==> config.mk <==
export PLATFORM = sky130hd
export DESIGN_NAME = itc_timer
export DESIGN_NICKNAME = d
export VERILOG_FILES = /design/src/verilog/itc_pkg.sv /design/src/verilog/itc_timer.sv
export SDC_FILE = /design/constraint.sdc
export NUM_CORES = 1
export LEC_CHECK = 0
export BUFFER_PORTS_ARGS = -buffer_cell sky130_fd_sc_hd__buf_2
export CAP_MARGIN = 20
export CELL_PAD_IN_SITES_DETAIL_PLACEMENT = 0
export CELL_PAD_IN_SITES_GLOBAL_PLACEMENT = 1
export CORE_MARGIN = 4
export CORE_UTILIZATION = 54
export DETAILED_ROUTE_END_ITERATION = 8
export PLACE_DENSITY_LB_ADDON = 0.08
export SLEW_MARGIN = 5
export SYNTH_ARGS = -nofsm -noshare
export SYNTH_HDL_FRONTEND = slang
export SYNTH_SLANG_ARGS = --single-unit
==> constraint.sdc <==
create_clock -name clk -period 27.5 [get_ports clk]
set_input_delay 4.125 -clock clk [delete_from_list [all_inputs] [get_ports clk]]
set_output_delay 4.125 -clock clk [all_outputs]
set_load 0.05 [all_outputs]
==> src/verilog/itc_pkg.sv <==
package itc_pkg;

    // Host I/O ports
    localparam logic [9:0] PORT_CH0 = 10'h040;
    localparam logic [9:0] PORT_CH2 = 10'h042;
    localparam logic [9:0] PORT_CTRL = 10'h043;
    localparam logic [9:0] PORT_SYS = 10'h061;

    // Control word fields
    localparam logic [1:0] SEL_READBACK = 2'h3;
    localparam logic [1:0] ACC_LATCH = 2'h0;
    localparam logic [1:0] ACC_LO = 2'h1;
    localparam logic [1:0] ACC_HI = 2'h2;
    localparam logic [1:0] ACC_LOHI = 2'h3;
    localparam logic [2:0] MODE4 = 3'h4;
    localparam logic [2:0] MODE5 = 3'h5;
    localparam logic [1:0] MODE3_LOW = 2'h3;

    // System control port bit positions
    localparam int SYS_CHANNEL2_ENABLE_INPUT = 0;
    localparam int SYS_SPK = 1;
    localparam int SYS_REFRESH = 4;
    localparam int SYS_CHANNEL2_OUTPUT = 5;
    localparam logic [7:0] SYS_DRIVEN = 8'h3F;

    // Full-range lengths for a zero count
    localparam logic [16:0] LEN_BIN_MAX = 17'h10000;
    localparam logic [16:0] LEN_BCD_MAX = 17'h02710;

    typedef struct packed {
        logic [2:0][15:0] cnt;
        logic [2:0][15:0] rld;
        logic [2:0][15:0] lat;
        logic [2:0][16:0] ph;
        logic [2:0][7:0] wlo;
        logic [2:0][7:0] sts;
        logic [2:0][2:0] mode;
        logic [2:0][1:0] acc;
        logic [2:0] bcd;
        logic [2:0] out;
        logic [2:0] armed;
        logic [2:0] pend;
        logic [2:0] latv;
        logic [2:0] stv;
        logic [2:0] rdhi;
        logic [2:0] wrhi;
        logic [2:0] trig;
        logic [2:0] tck;
        logic [2:0] rfr;
        logic [3:0] sys;
        logic rtog;
        logic gd;
        logic snd;
        logic [7:0] rdata;
        logic [7:0] roe;
    } itc_state_s;

    localparam itc_state_s ST_RST = '{acc: {3{ACC_LOHI}}, out: 3'h7, default: '0};

endpackage

==> src/verilog/itc_timer.sv <==
// Contract
// RULE1 - Mode 3 starts on load, reloads at zero, counts with gate high, gate rise reloads
// RULE2 - Mode 3 output high at start, low after half count, forced high by gate low
// RULE3 - Mode 3 new count loads at next zero or gate rising edge
// RULE4 - Mode 4 starts on load, counts with gate high, wraps to FFFF or 9999
// RULE5 - Mode 4 output pulses low one tick at zero; new count loads next tick
// RULE6 - Mode 5 starts on load, gate rise reloads, wraps to FFFF or 9999
// RULE7 - Mode 5 output low one tick at zero; new count at zero or gate rise
// RULE8 - Plain counter read returns the live count, possibly inconsistent between bytes
// RULE9 - Snapshot command freezes a copy of the count while counting continues
// RULE10 - Readback command snapshots every selected counter in one operation
// RULE11 - Readback with status bit low captures status, returned by next read
// RULE12 - Status bits 0-5 echo programmed fields, bit 7 shows output level
// RULE13 - Status bit 6 flags a written count not yet loaded
// RULE14 - Snapshot never captures a counter value that is still changing
// RULE15 - Control port read drives bits 0-5 only, bits 6-7 left undriven
// RULE16 - Control port bit 5 reads channel 2 output, writes ignored
// RULE17 - Control port bit 4 toggles on each refresh request, read only
// RULE18 - Control port bits 3 and 2 are plain storage with no effect
// RULE19 - Control port bit 0 gates channel 2, bit 1 enables speaker
// RULE20 - All counters run on the common timer clock; gates 0 and 1 high
// RULE21 - Host writes a control word first, then the count bytes it calls for
// RULE22 - Control word with top bits 11 is a readback command
// RULE23 - Sound output is channel 2 output AND speaker enable
// RULE24 - Odd mode 3 count keeps output high one tick longer than low
`timescale 1ns/1ns
`default_nettype none

module itc_timer (
    input wire logic clk,
    input wire logic reset_n,
    input wire logic [9:0] io_addr,
    input wire logic io_rd,
    input wire logic io_wr,
    input wire logic [7:0] io_wdata,
    output logic [7:0] io_rdata,
    output logic [7:0] io_rdata_oe,
    input wire logic timer_clk,
    input wire logic refresh_req,
    output logic timer0_out,
    output logic timer1_out,
    output logic channel2_output,
    output logic sound_output
);

    logic [1:0] rst_sync_r;
    logic rst_n;
    itc_pkg::itc_state_s st_r;
    itc_pkg::itc_state_s st_nxt;
    logic tick;
    logic gate_rise;
    logic channel2_enable_input;

    // Decrement, wrapping from zero to FFFF or 9999
    function automatic logic [15:0] dec_cnt(input logic [15:0] v, input logic b);
        logic [15:0] r;
        logic brw;
        r = v - 16'h0001;
        brw = 1'b1;
        if (b) begin
            r = v;
            for (int k = 0; k < 4; k++) begin
                if (brw) begin
                    if (r[4*k +: 4] == 4'h0) begin
                        r[4*k +: 4] = 4'h9;
                    end else begin
                        r[4*k +: 4] = r[4*k +: 4] - 4'h1;
                        brw = 1'b0;
                    end
                end
            end
        end
        return r;
    endfunction

    // Period in ticks of a reload value; zero means the full range
    function automatic logic [16:0] len_of(input logic [15:0] v, input logic b);
        logic [16:0] n;
        n = {1'b0, v};
        if (b) begin
            n = 17'(v[15:12]) * 17'h003E8 + 17'(v[11:8]) * 17'h00064
                + 17'(v[7:4]) * 17'h0000A + 17'(v[3:0]);
        end
        if (n == 17'h00000) begin
            n = b ? itc_pkg::LEN_BCD_MAX : itc_pkg::LEN_BIN_MAX;
        end
        return n;
    endfunction

    always_ff @(posedge clk or negedge reset_n) begin
        if (!reset_n) begin
            rst_sync_r <= 2'h0;
        end else begin
            rst_sync_r <= {rst_sync_r[0], 1'b1};
        end
    end
    assign rst_n = rst_sync_r[1];

    // RULE20 common tick
    assign tick = st_r.tck[1] & ~st_r.tck[2];
    // RULE19 gate from port
    assign channel2_enable_input = st_r.sys[itc_pkg::SYS_CHANNEL2_ENABLE_INPUT];
    assign gate_rise = channel2_enable_input & ~st_r.gd;

    always_comb begin
        logic g;
        logic rt;
        logic m3;
        logic tm;
        logic [16:0] ln;
        logic [16:0] pn;
        logic [15:0] dv;
        logic [15:0] src;
        logic [1:0] ch;
        logic chsel;
        g = 1'b1;
        rt = 1'b0;
        m3 = 1'b0;
        tm = 1'b0;
        ln = 17'h00000;
        pn = 17'h00000;
        dv = 16'h0000;
        src = 16'h0000;
        ch = io_addr[1:0];
        chsel = (io_addr >= itc_pkg::PORT_CH0) && (io_addr <= itc_pkg::PORT_CH2);
        st_nxt = st_r;
        st_nxt.tck = {st_r.tck[1:0], timer_clk};
        st_nxt.rfr = {st_r.rfr[1:0], refresh_req};
        st_nxt.gd = channel2_enable_input;
        // Enable lasts one cycle so the shared data lines are released at once
        st_nxt.roe = 8'h00;
        // RULE17 refresh toggle
        if (st_r.rfr[1] && !st_r.rfr[2]) begin
            st_nxt.rtog = ~st_r.rtog;
        end
        for (int i = 0; i < 3; i++) begin
            // RULE20 gates 0 and 1 held high
            g = (i == 2) ? channel2_enable_input : 1'b1;
            m3 = st_r.mode[i][1:0] == itc_pkg::MODE3_LOW;
            rt = m3 || (st_r.mode[i] == itc_pkg::MODE5);
            ln = len_of(st_r.rld[i], st_r.bcd[i]);
            tm = m3 ? (st_r.ph[i] == ln - 17'h00001) : (st_r.cnt[i] == 16'h0000);
            dv = dec_cnt(st_r.cnt[i], st_r.bcd[i]);
            if (tick) begin
                st_nxt.trig[i] = 1'b0;
                // RULE3 pending load at zero or gate rise
                // RULE5 mode 4 pending load next tick
                // RULE7 mode 5 pending load
                if (st_r.pend[i] && (!st_r.armed[i] || !rt || st_r.trig[i] || (tm && g))) begin
                    st_nxt.cnt[i] = st_r.rld[i];
                    st_nxt.ph[i] = 17'h00000;
                    st_nxt.pend[i] = 1'b0;
                    st_nxt.armed[i] = 1'b1;
                    st_nxt.out[i] = 1'b1;
                // RULE1 gate rise reloads
                // RULE6 mode 5 retrigger
                end else if (st_r.armed[i] && rt && st_r.trig[i]) begin
                    st_nxt.cnt[i] = st_r.rld[i];
                    st_nxt.ph[i] = 17'h00000;
                    st_nxt.out[i] = 1'b1;
                end else if (st_r.armed[i] && g) begin
                    // RULE4 decrement and wrap
                    st_nxt.cnt[i] = dv;
                    if (m3) begin
                        // RULE1 reload at end
                        pn = tm ? 17'h00000 : st_r.ph[i] + 17'h00001;
                        st_nxt.ph[i] = pn;
                        if (tm) begin
                            st_nxt.cnt[i] = st_r.rld[i];
                        end
                        // RULE24 odd count high longer
                        // RULE2 low after half
                        st_nxt.out[i] = pn < ((ln + 17'h00001) >> 1);
                    end else begin
                        // RULE5 one tick low at zero
                        st_nxt.out[i] = dv != 16'h0000;
                    end
                end else if (!m3) begin
                    st_nxt.out[i] = 1'b1;
                end
            end
            // Edge seen between ticks is held until the next tick
            if (i == 2 && rt && gate_rise) begin
                st_nxt.trig[i] = 1'b1;
            end
            // RULE2 gate low forces high
            if (m3 && !g) begin
                st_nxt.out[i] = 1'b1;
            end
        end
        if (io_wr && io_addr == itc_pkg::PORT_CTRL) begin
            // RULE22 readback decode
            if (io_wdata[7:6] == itc_pkg::SEL_READBACK) begin
                for (int i = 0; i < 3; i++) begin
                    if (io_wdata[i + 1]) begin
                        // RULE10 snapshot all selected
                        // RULE14 count is stable in its flops
                        if (!io_wdata[5] && !st_r.latv[i]) begin
                            st_nxt.lat[i] = st_r.cnt[i];
                            st_nxt.latv[i] = 1'b1;
                        end
                        // RULE11 status capture
                        // RULE12 status fields
                        // RULE13 pending flag
                        if (!io_wdata[4] && !st_r.stv[i]) begin
                            st_nxt.sts[i] = {st_r.out[i], st_r.pend[i], st_r.acc[i],
                                st_r.mode[i], st_r.bcd[i]};
                            st_nxt.stv[i] = 1'b1;
                        end
                    end
                end
            // RULE9 count snapshot
            end else if (io_wdata[5:4] == itc_pkg::ACC_LATCH) begin
                // A second snapshot while one is unread is dropped; the first wins
                if (!st_r.latv[io_wdata[7:6]]) begin
                    st_nxt.lat[io_wdata[7:6]] = st_r.cnt[io_wdata[7:6]];
                    st_nxt.latv[io_wdata[7:6]] = 1'b1;
                end
            end else begin
                st_nxt.acc[io_wdata[7:6]] = io_wdata[5:4];
                st_nxt.mode[io_wdata[7:6]] = io_wdata[3:1];
                st_nxt.bcd[io_wdata[7:6]] = io_wdata[0];
                st_nxt.armed[io_wdata[7:6]] = 1'b0;
                st_nxt.pend[io_wdata[7:6]] = 1'b0;
                st_nxt.out[io_wdata[7:6]] = 1'b1;
                st_nxt.wrhi[io_wdata[7:6]] = 1'b0;
                st_nxt.rdhi[io_wdata[7:6]] = 1'b0;
                st_nxt.latv[io_wdata[7:6]] = 1'b0;
                st_nxt.stv[io_wdata[7:6]] = 1'b0;
                st_nxt.trig[io_wdata[7:6]] = 1'b0;
            end
        end
        if (io_wr && chsel) begin
            case (st_r.acc[ch])
                itc_pkg::ACC_LO: begin
                    st_nxt.rld[ch] = {8'h00, io_wdata};
                    st_nxt.pend[ch] = 1'b1;
                end
                itc_pkg::ACC_HI: begin
                    st_nxt.rld[ch] = {io_wdata, 8'h00};
                    st_nxt.pend[ch] = 1'b1;
                end
                itc_pkg::ACC_LOHI: begin
                    st_nxt.wrhi[ch] = ~st_r.wrhi[ch];
                    if (st_r.wrhi[ch]) begin
                        st_nxt.rld[ch] = {io_wdata, st_r.wlo[ch]};
                        st_nxt.pend[ch] = 1'b1;
                    end else begin
                        st_nxt.wlo[ch] = io_wdata;
                    end
                end
                default: begin
                end
            endcase
        end
        // RULE18 bits 3 and 2 stored only
        // RULE16 bit 5 write ignored
        if (io_wr && io_addr == itc_pkg::PORT_SYS) begin
            st_nxt.sys = io_wdata[3:0];
        end
        if (io_rd && io_addr == itc_pkg::PORT_SYS) begin
            // RULE15 bits 6 and 7 undriven
            st_nxt.roe = itc_pkg::SYS_DRIVEN;
            st_nxt.rdata = 8'h00;
            st_nxt.rdata[3:0] = st_r.sys;
            st_nxt.rdata[itc_pkg::SYS_REFRESH] = st_r.rtog;
            // RULE16 live channel 2 output
            st_nxt.rdata[itc_pkg::SYS_CHANNEL2_OUTPUT] = st_r.out[2];
        end else if (io_rd && chsel) begin
            st_nxt.roe = 8'hFF;
            // RULE11 status read first
            if (st_r.stv[ch]) begin
                st_nxt.rdata = st_r.sts[ch];
                st_nxt.stv[ch] = 1'b0;
            end else begin
                // RULE8 live count unless latched
                src = st_r.latv[ch] ? st_r.lat[ch] : st_r.cnt[ch];
                if (st_r.acc[ch] == itc_pkg::ACC_HI
                    || (st_r.acc[ch] == itc_pkg::ACC_LOHI && st_r.rdhi[ch])) begin
                    st_nxt.rdata = src[15:8];
                end else begin
                    st_nxt.rdata = src[7:0];
                end
                if (st_r.acc[ch] == itc_pkg::ACC_LOHI) begin
                    st_nxt.rdhi[ch] = ~st_r.rdhi[ch];
                end
                if (st_r.acc[ch] != itc_pkg::ACC_LOHI || st_r.rdhi[ch]) begin
                    st_nxt.latv[ch] = 1'b0;
                end
            end
        end
        // RULE23 speaker gating
        st_nxt.snd = st_nxt.out[2] & st_nxt.sys[itc_pkg::SYS_SPK];
    end

    always_ff @(posedge clk or negedge rst_n) begin
        if (!rst_n) begin
            st_r <= itc_pkg::ST_RST;
        end else begin
            st_r <= st_nxt;
        end
    end

    assign io_rdata = st_r.rdata;
    assign io_rdata_oe = st_r.roe;
    assign timer0_out = st_r.out[0];
    assign timer1_out = st_r.out[1];
    assign channel2_output = st_r.out[2];
    assign sound_output = st_r.snd;
endmodule // itc_timer

`default_nettype wire
==> impl_metrics.tcl, run 1 <==
set metrics [dict create \
    status "completed" \
    yosysWarningCount 0 \
    clk_pin_slew_ns 0.06 \
    maxCapViolCount 0 \
    grt_pass1_vias 25062 \
    clock_skew_ns 0.0473 \
    async_reset_ff_share_pct 100 \
    drt_iter0_markers 2299 \
    grt_max_degree 77 \
    synth_top_area_share_pct 26.5 \
    port_buffers 43 \
    finalHoldViolCount 0 \
    worst_ep_required_time_ns 28.01 \
    clk_latency_ns 0.60 \
    start_kind "flip-flop" \
    combPwrFrac_pct 15.5 \
    cts_tree "yes" \
    synth_mux_area_share_pct 7.01 \
    cts.repair.resized 0 \
    crit_path_end_kind "flip-flop" \
    die_h_microns 238 \
    ys_seq_elements 310 \
    worst_pin_slew_ns 1.14 \
    crit_fanout 41 \
    setup_viol 0 \
    post-route-util_pct 58.6 \
    die_x_microns 238 \
    path_class "flip-flop to flip-flop" \
    gp_congestion 0.960 \
    synth_top_family_by_area "compound AO/OA/AOI/OAI gates" \
    first_pass_iters 6 \
    synth_commonest_cells "nand2_1 (414), dfrtp_1 (301), nor2_1 (261)" \
    multi_input_area_sq_um 19100 \
    rsz0062_at_grt "no" \
    swShare_pct 31.7 \
    drv_slew 0 \
    timing.final.crit_share_pct 35.2 \
    htree_levels 2 \
    slowest_stage "dfrtp_1" \
    gr-usage-all-layers_pct 30.5 \
    period_needed_ns 9.67 \
    start_util_pct 55.0 \
    diodes 0 \
    root_buffer "clkbuf_16" \
    grt_overflow 0 \
    p_seq_share_pct 41.8 \
    p_int_uw 885 \
    synth_edf_count 0 \
    synth_cell_types 103 \
    synth.avg_cell_area_sq_um 8.23 \
    syn_inst 3458 \
    hp-class "flip-flop to asynchronous set/reset pin" \
    cts_setup_buffers 0 \
    fillers 4651 \
    hold_buffers 0 \
    power_leakage_nw 14.3 \
    synth_flop_cell "dfrtp_1" \
    cp_data_arrival_time_ns 10.18 \
    cts_max_path_buffers 3 \
    postRouteAntennaNets 0 \
    yosysSeqAreaShare_pct 27.3 \
    relSlewSlack_pct 24.3 \
    routedWlPerCell_microns 21.7 \
    fmax_ghz 0.103 \
    via_per_inst 6.39 \
    dieArea_sq_um 56500 \
    synth_area_leaders "dfrtp_1 (26%), ha_1 (9.7%), nand2_1 (5.5%), o21ai_0 (4.4%), mux2i_1 (3.8%)" \
    post_route_cells_drive_above_1_share_pct 8.95 \
    yosys.area.top_type "dfrtp_1" \
    total_power_mw 1.30 \
    grtUsageMet1_pct 42.6 \
    antenna_found_initial 1 \
    power_frac_clock_pct 42.7 \
    drc 0 \
    ir_drop_v 0.0000560 \
    p_per_area_nw_per_um2 42.7 \
    power.switching_uw 411 \
    vias 26006 \
    synth_xor_area_share_pct 5.41 \
    use_met2_pct 48.2 \
    grt_pass1_wl_mm 140 \
    syn_area_sq_um 28500 \
    fin_nets 3652 \
    met3_usage_pct 6.24 \
    seq_area_sq_um 7770 \
    dp_hpwl_mm 64.4 \
    io_pins 44 \
    setup-tns-final_ns 0 \
    synth_simple_gate_area_share_pct 20.2 \
    busiest_layer "met2" \
    num_rows 83 \
    synthAdderAreaFrac_pct 13.3 \
    cts_sinks 310 \
    synth_compound_area_share_pct 20.9 \
    wirelength_mm 88.2 \
    yosysMostFrequentCell "nand2_1" \
    coreArea_sq_um 51700 \
    area_growth_pct 6.52 \
    synth_nets 3753 \
    cpPeakStageDelay_ns 0.67 \
    cts_made_buffers 38 \
]
## power groups by stage
stage                     Clock, mW  Sequential, mW  Combinational, mW
after detailed placement          0           0.547              0.196
after global routing          0.580           0.543              0.222
final                         0.554           0.542              0.201
after floorplan                   0           0.507              0.169
after CTS                     0.563           0.539              0.197
after global placement            0           0.546              0.193
## critical path: cells and delay by family (launching register included)
kind | cells | cell delay (ns)
buffers and inverters | 1 | 0.29
xor gates and xnor gates | 1 | 0.15
AOI/OAI and AO/OA | 16 | 3.41
and+or+nand+nor | 11 | 2.19
adders and majority gates | 7 | 2.83
DFF | 1 | 0.67
## through the flow
stage	hold slack (ns)	setup WS, ns	cell area (sq um)	instances
after detailed placement	0.340	17.91	28900	3992
final	0.322	17.83	30300	4067
after CTS	0.345	17.89	30200	4062
after global routing	0.366	17.28	30300	4067
after floorplan	0.331	18.24	28500	3458
after global placement	0.336	18.27	28900	3992
## sequential cells by signal, summed over array words and instances (netlist names)
signal and flops:
timer0_out 1, rst_sync_r 2, st_r 289, sound_output 1
timer1_out 1, channel2_output 1, channel2_enable_input 1, st_nxt 4
io_rdata 8, io_rdata_oe 2
## placed cells by master, fill, tap and decap left out, drive strengths merged, types with 19 or more instances in the layout
master   count
a22oi       59
dfrtp      301
o21ai      260
xor2        55
o2111ai     22
clkbuf      48
nand4       47
nand2      414
mux2i      108
nor4        32
xnor2      121
mux2        71
or3         26
buf         86
a21o        50
o22ai       24
o211ai      44
nor2b       41
or2         21
nand3      107
nand2b      23
and3        35
fa          51
and2        34
a31oi       31
ha         220
inv        184
nor3        94
a21oi      177
nor2       261
a211oi      33
a22o        19
## path summary, 6_finish.rpt
| path | startpoint | endpoint | slack, ns | cells past startpoint |
|---|---|---|---|---|
| min in group clk | rst_sync_r[0] | rst_sync_r[1] | 0.35 | 0 |
| setup reg to reg | st_r[233] | timer0_out | 17.83 | 36 |
| setup / recovery | st_r[233] | timer0_out | 17.83 | 36 |
| max in group asynchronous | reset_n | rst_sync_r[1] | 24.09 | 1 |
| hold / removal | rst_sync_r[1] | io_rdata[4] | 0.32 | 0 |
| hold reg to reg | rst_sync_r[1] | io_rdata[4] | 0.32 | 0 |
## area by class of cell
type,count,area share (%)
inverter,185,2.29
clock buffer,48,3.39
timing repair buffer,86,1.91
clock inverter,22,1.11
multi-input combinational,2736,62.9
sequential,310,25.6
tap,680,2.81
## cells by family (layout without fill, tap and decap cells)
logic type	count (synthesis)	count (layout)
xor+xnor	176	176
buf+inv	412	341
mux	184	184
flops	310	310
other cells	1	1
simple gates	1202	1202
fa+ha+maj	271	271
compound gates	902	902
## routing by layer
layer	wire length, microns	share of wire [%]	vias to the layer above
met1	39500	45	12742
met3	6220	7.0	170
met4	2750	3.1	2
met2	39700	45	871
li1	-	-	12221
met5	13	0.015	-
(Power assumes the default switching activity.)
==> run 2: changes to the inputs <==
CORE_UTILIZATION = 50   (was 54)
clock period = 9.8 ns   (was 27.5 ns; I/O delays follow)
==> impl_metrics.tcl, run 2 (synthesis results as in run 1) <==
set metrics [dict create \
    status "completed" \
    routedWlPerCell_microns 21.9 \
    worst_pin_slew_ns 1.14 \
    grt_max_degree 171 \
    final_cells 4147 \
    final_cell_mix "nand2_1 (414), dfrtp_1 (299), nor2_1 (259)" \
    final_common_cell "nand2_1" \
    crit_fanout 19 \
    io_pins 44 \
    relSlewSlack_pct 23.8 \
    timing.final.crit_share_pct 94.5 \
    cpPeakStageDelay_ns 0.71 \
    reg2reg_slack_ns 0.54 \
    hold_buffers 0 \
    rr_endpoint "timer1_out" \
    setup-tns-final_ns 0 \
    path_class "flip-flop to flip-flop" \
    power_leakage_nw 14.4 \
    cts_max_path_buffers 3 \
    ff2ff_path_depth 33 \
    largest_reg_flops 289 \
    wirelength_mm 90.9 \
    postRouteAntennaNets 0 \
    crit_top_cell "ha_1" \
    slowest_stage "fa_1" \
    hp-class "flip-flop to flip-flop" \
    vias 26104 \
    root_buffer "clkbuf_16" \
    cts_setup_buffers 0 \
    die_x_microns 247 \
    htree_levels 2 \
    drt_iter0_markers 2188 \
    crit_start "st_r[249]" \
    critical-path-top-delay-family "compound AO/OA/AOI/OAI gates" \
    area_growth_pct 6.98 \
    fillers 5399 \
    diodes 0 \
    drc 0 \
    dieArea_sq_um 60800 \
    whs_path_depth 0 \
    cts_sinks 310 \
    gr-usage-all-layers_pct 29.2 \
    largest_register "st_r" \
    grt_overflow 0 \
    first_pass_iters 6 \
    gp_congestion 0.913 \
    maxCapViolCount 0 \
    clk_pin_slew_ns 0.06 \
    grt_pass1_wl_mm 142 \
    setup_viol 0 \
    rsz0062_at_grt "no" \
    grt_pass1_vias 25044 \
    fin_nets 3656 \
    ir_drop_v 0.000120 \
    dp_hpwl_mm 66.8 \
    post_route_cells_drive_above_1_share_pct 9.20 \
    via_per_inst 6.29 \
    p_per_area_nw_per_um2 119 \
    cts_tree "yes" \
    start_util_pct 50.5 \
    start_kind "flip-flop" \
    antenna_found_initial 4 \
    cp_data_arrival_time_ns 9.75 \
    coreArea_sq_um 56400 \
    r2r-start "st_r[249]" \
    clock_skew_ns 0.0139 \
    fmax_ghz 0.108 \
    port_buffers 43 \
    dp_cells 4072 \
    num_rows 87 \
    cts_made_buffers 38 \
    die_h_microns 247 \
    clk_latency_ns 0.57 \
    period_needed_ns 9.26 \
    worst_ep_required_time_ns 10.29 \
    cts.repair.resized 0 \
    crit_buf_inv 0 \
    crit_path_end_kind "flip-flop" \
    min-delay-start "st_nxt[24]" \
    drv_slew 0 \
    finalHoldViolCount 0 \
    hold_path_end "st_nxt[25]" \
]
run 2: cell types whose count changed in the layout (fill, tap and decap cells not counted), sizes merged:
cell / change
buf: +3
clkinvlp: -2
clkbuf: +4
bufinv: -1
run 2: power breakdown:
group / switching (mW) / internal (mW) / total [mW]
Clock: 0.626 / 0.911 / 1.54
Combinational: 0.336 / 0.222 / 0.558
Sequential: 0.191 / 1.34 / 1.53
run 2: per-layer routing:
| metal | vias up | wire (microns) | GRT usage [%] |
|---|---|---|---|
| li1 | 12251 | - | - |
| met1 | 12780 | 41000 | 41.3 |
| met2 | 915 | 41100 | 46.4 |
| met3 | 158 | 5710 | 3.93 |
| met4 | 0 | 3010 | 9.29 |
| met5 | - | 0 | 0 |
run 2: per-stage QoR:
step | util, % | power, mW | hold WS [ns] | area [sq um] | setup slack [ns]
after floorplan | - | 1.89 | 0.331 | 28500 | 0.536
after global placement | 51.5 | 2.08 | 0.332 | 29000 | 0.934
after detailed placement | 51.5 | 2.09 | 0.339 | 29000 | 0.634
after CTS | 53.9 | 3.64 | 0.352 | 30400 | 0.590
after global routing | 54.0 | 3.77 | 0.366 | 30500 | 0.000376
final | 54.0 | 3.63 | 0.350 | 30500 | 0.541
run 2: worst register-to-register path, delay by kind of cell, from the launching register on:
kind / cells / cell delay, ns
AOI/OAI and AO/OA: 15 / 3.68
adders and majority gates: 7 / 2.80
and+or+nand+nor: 9 / 1.75
DFF: 1 / 0.52
muxes: 1 / 0.30
xor gates and xnor gates: 1 / 0.14
run 2: layout make-up:
type	count	area (sq um)	share of cell area, %
clock inverters	19	278	0.912
flip-flops and latches	310	7770	25.5
inverters	185	694	2.28
clock buffers	51	1070	3.51
well taps	756	946	3.11
multi-input cells	2736	19100	62.6
repair buffers	90	613	2.01
run 2: worst max path at each step:
stage          slack (ns)               endpoint  cells past startpoint
2_1_floorplan        0.54  channel2_enable_input                      0
5_1_grt            0.0004             timer1_out                     33
3_5_place_dp         0.63             timer1_out                     33
4_1_cts              0.59             timer1_out                     33
3_3_place_gp         0.93             timer1_out                     33
6_report             0.54             timer1_out                     33
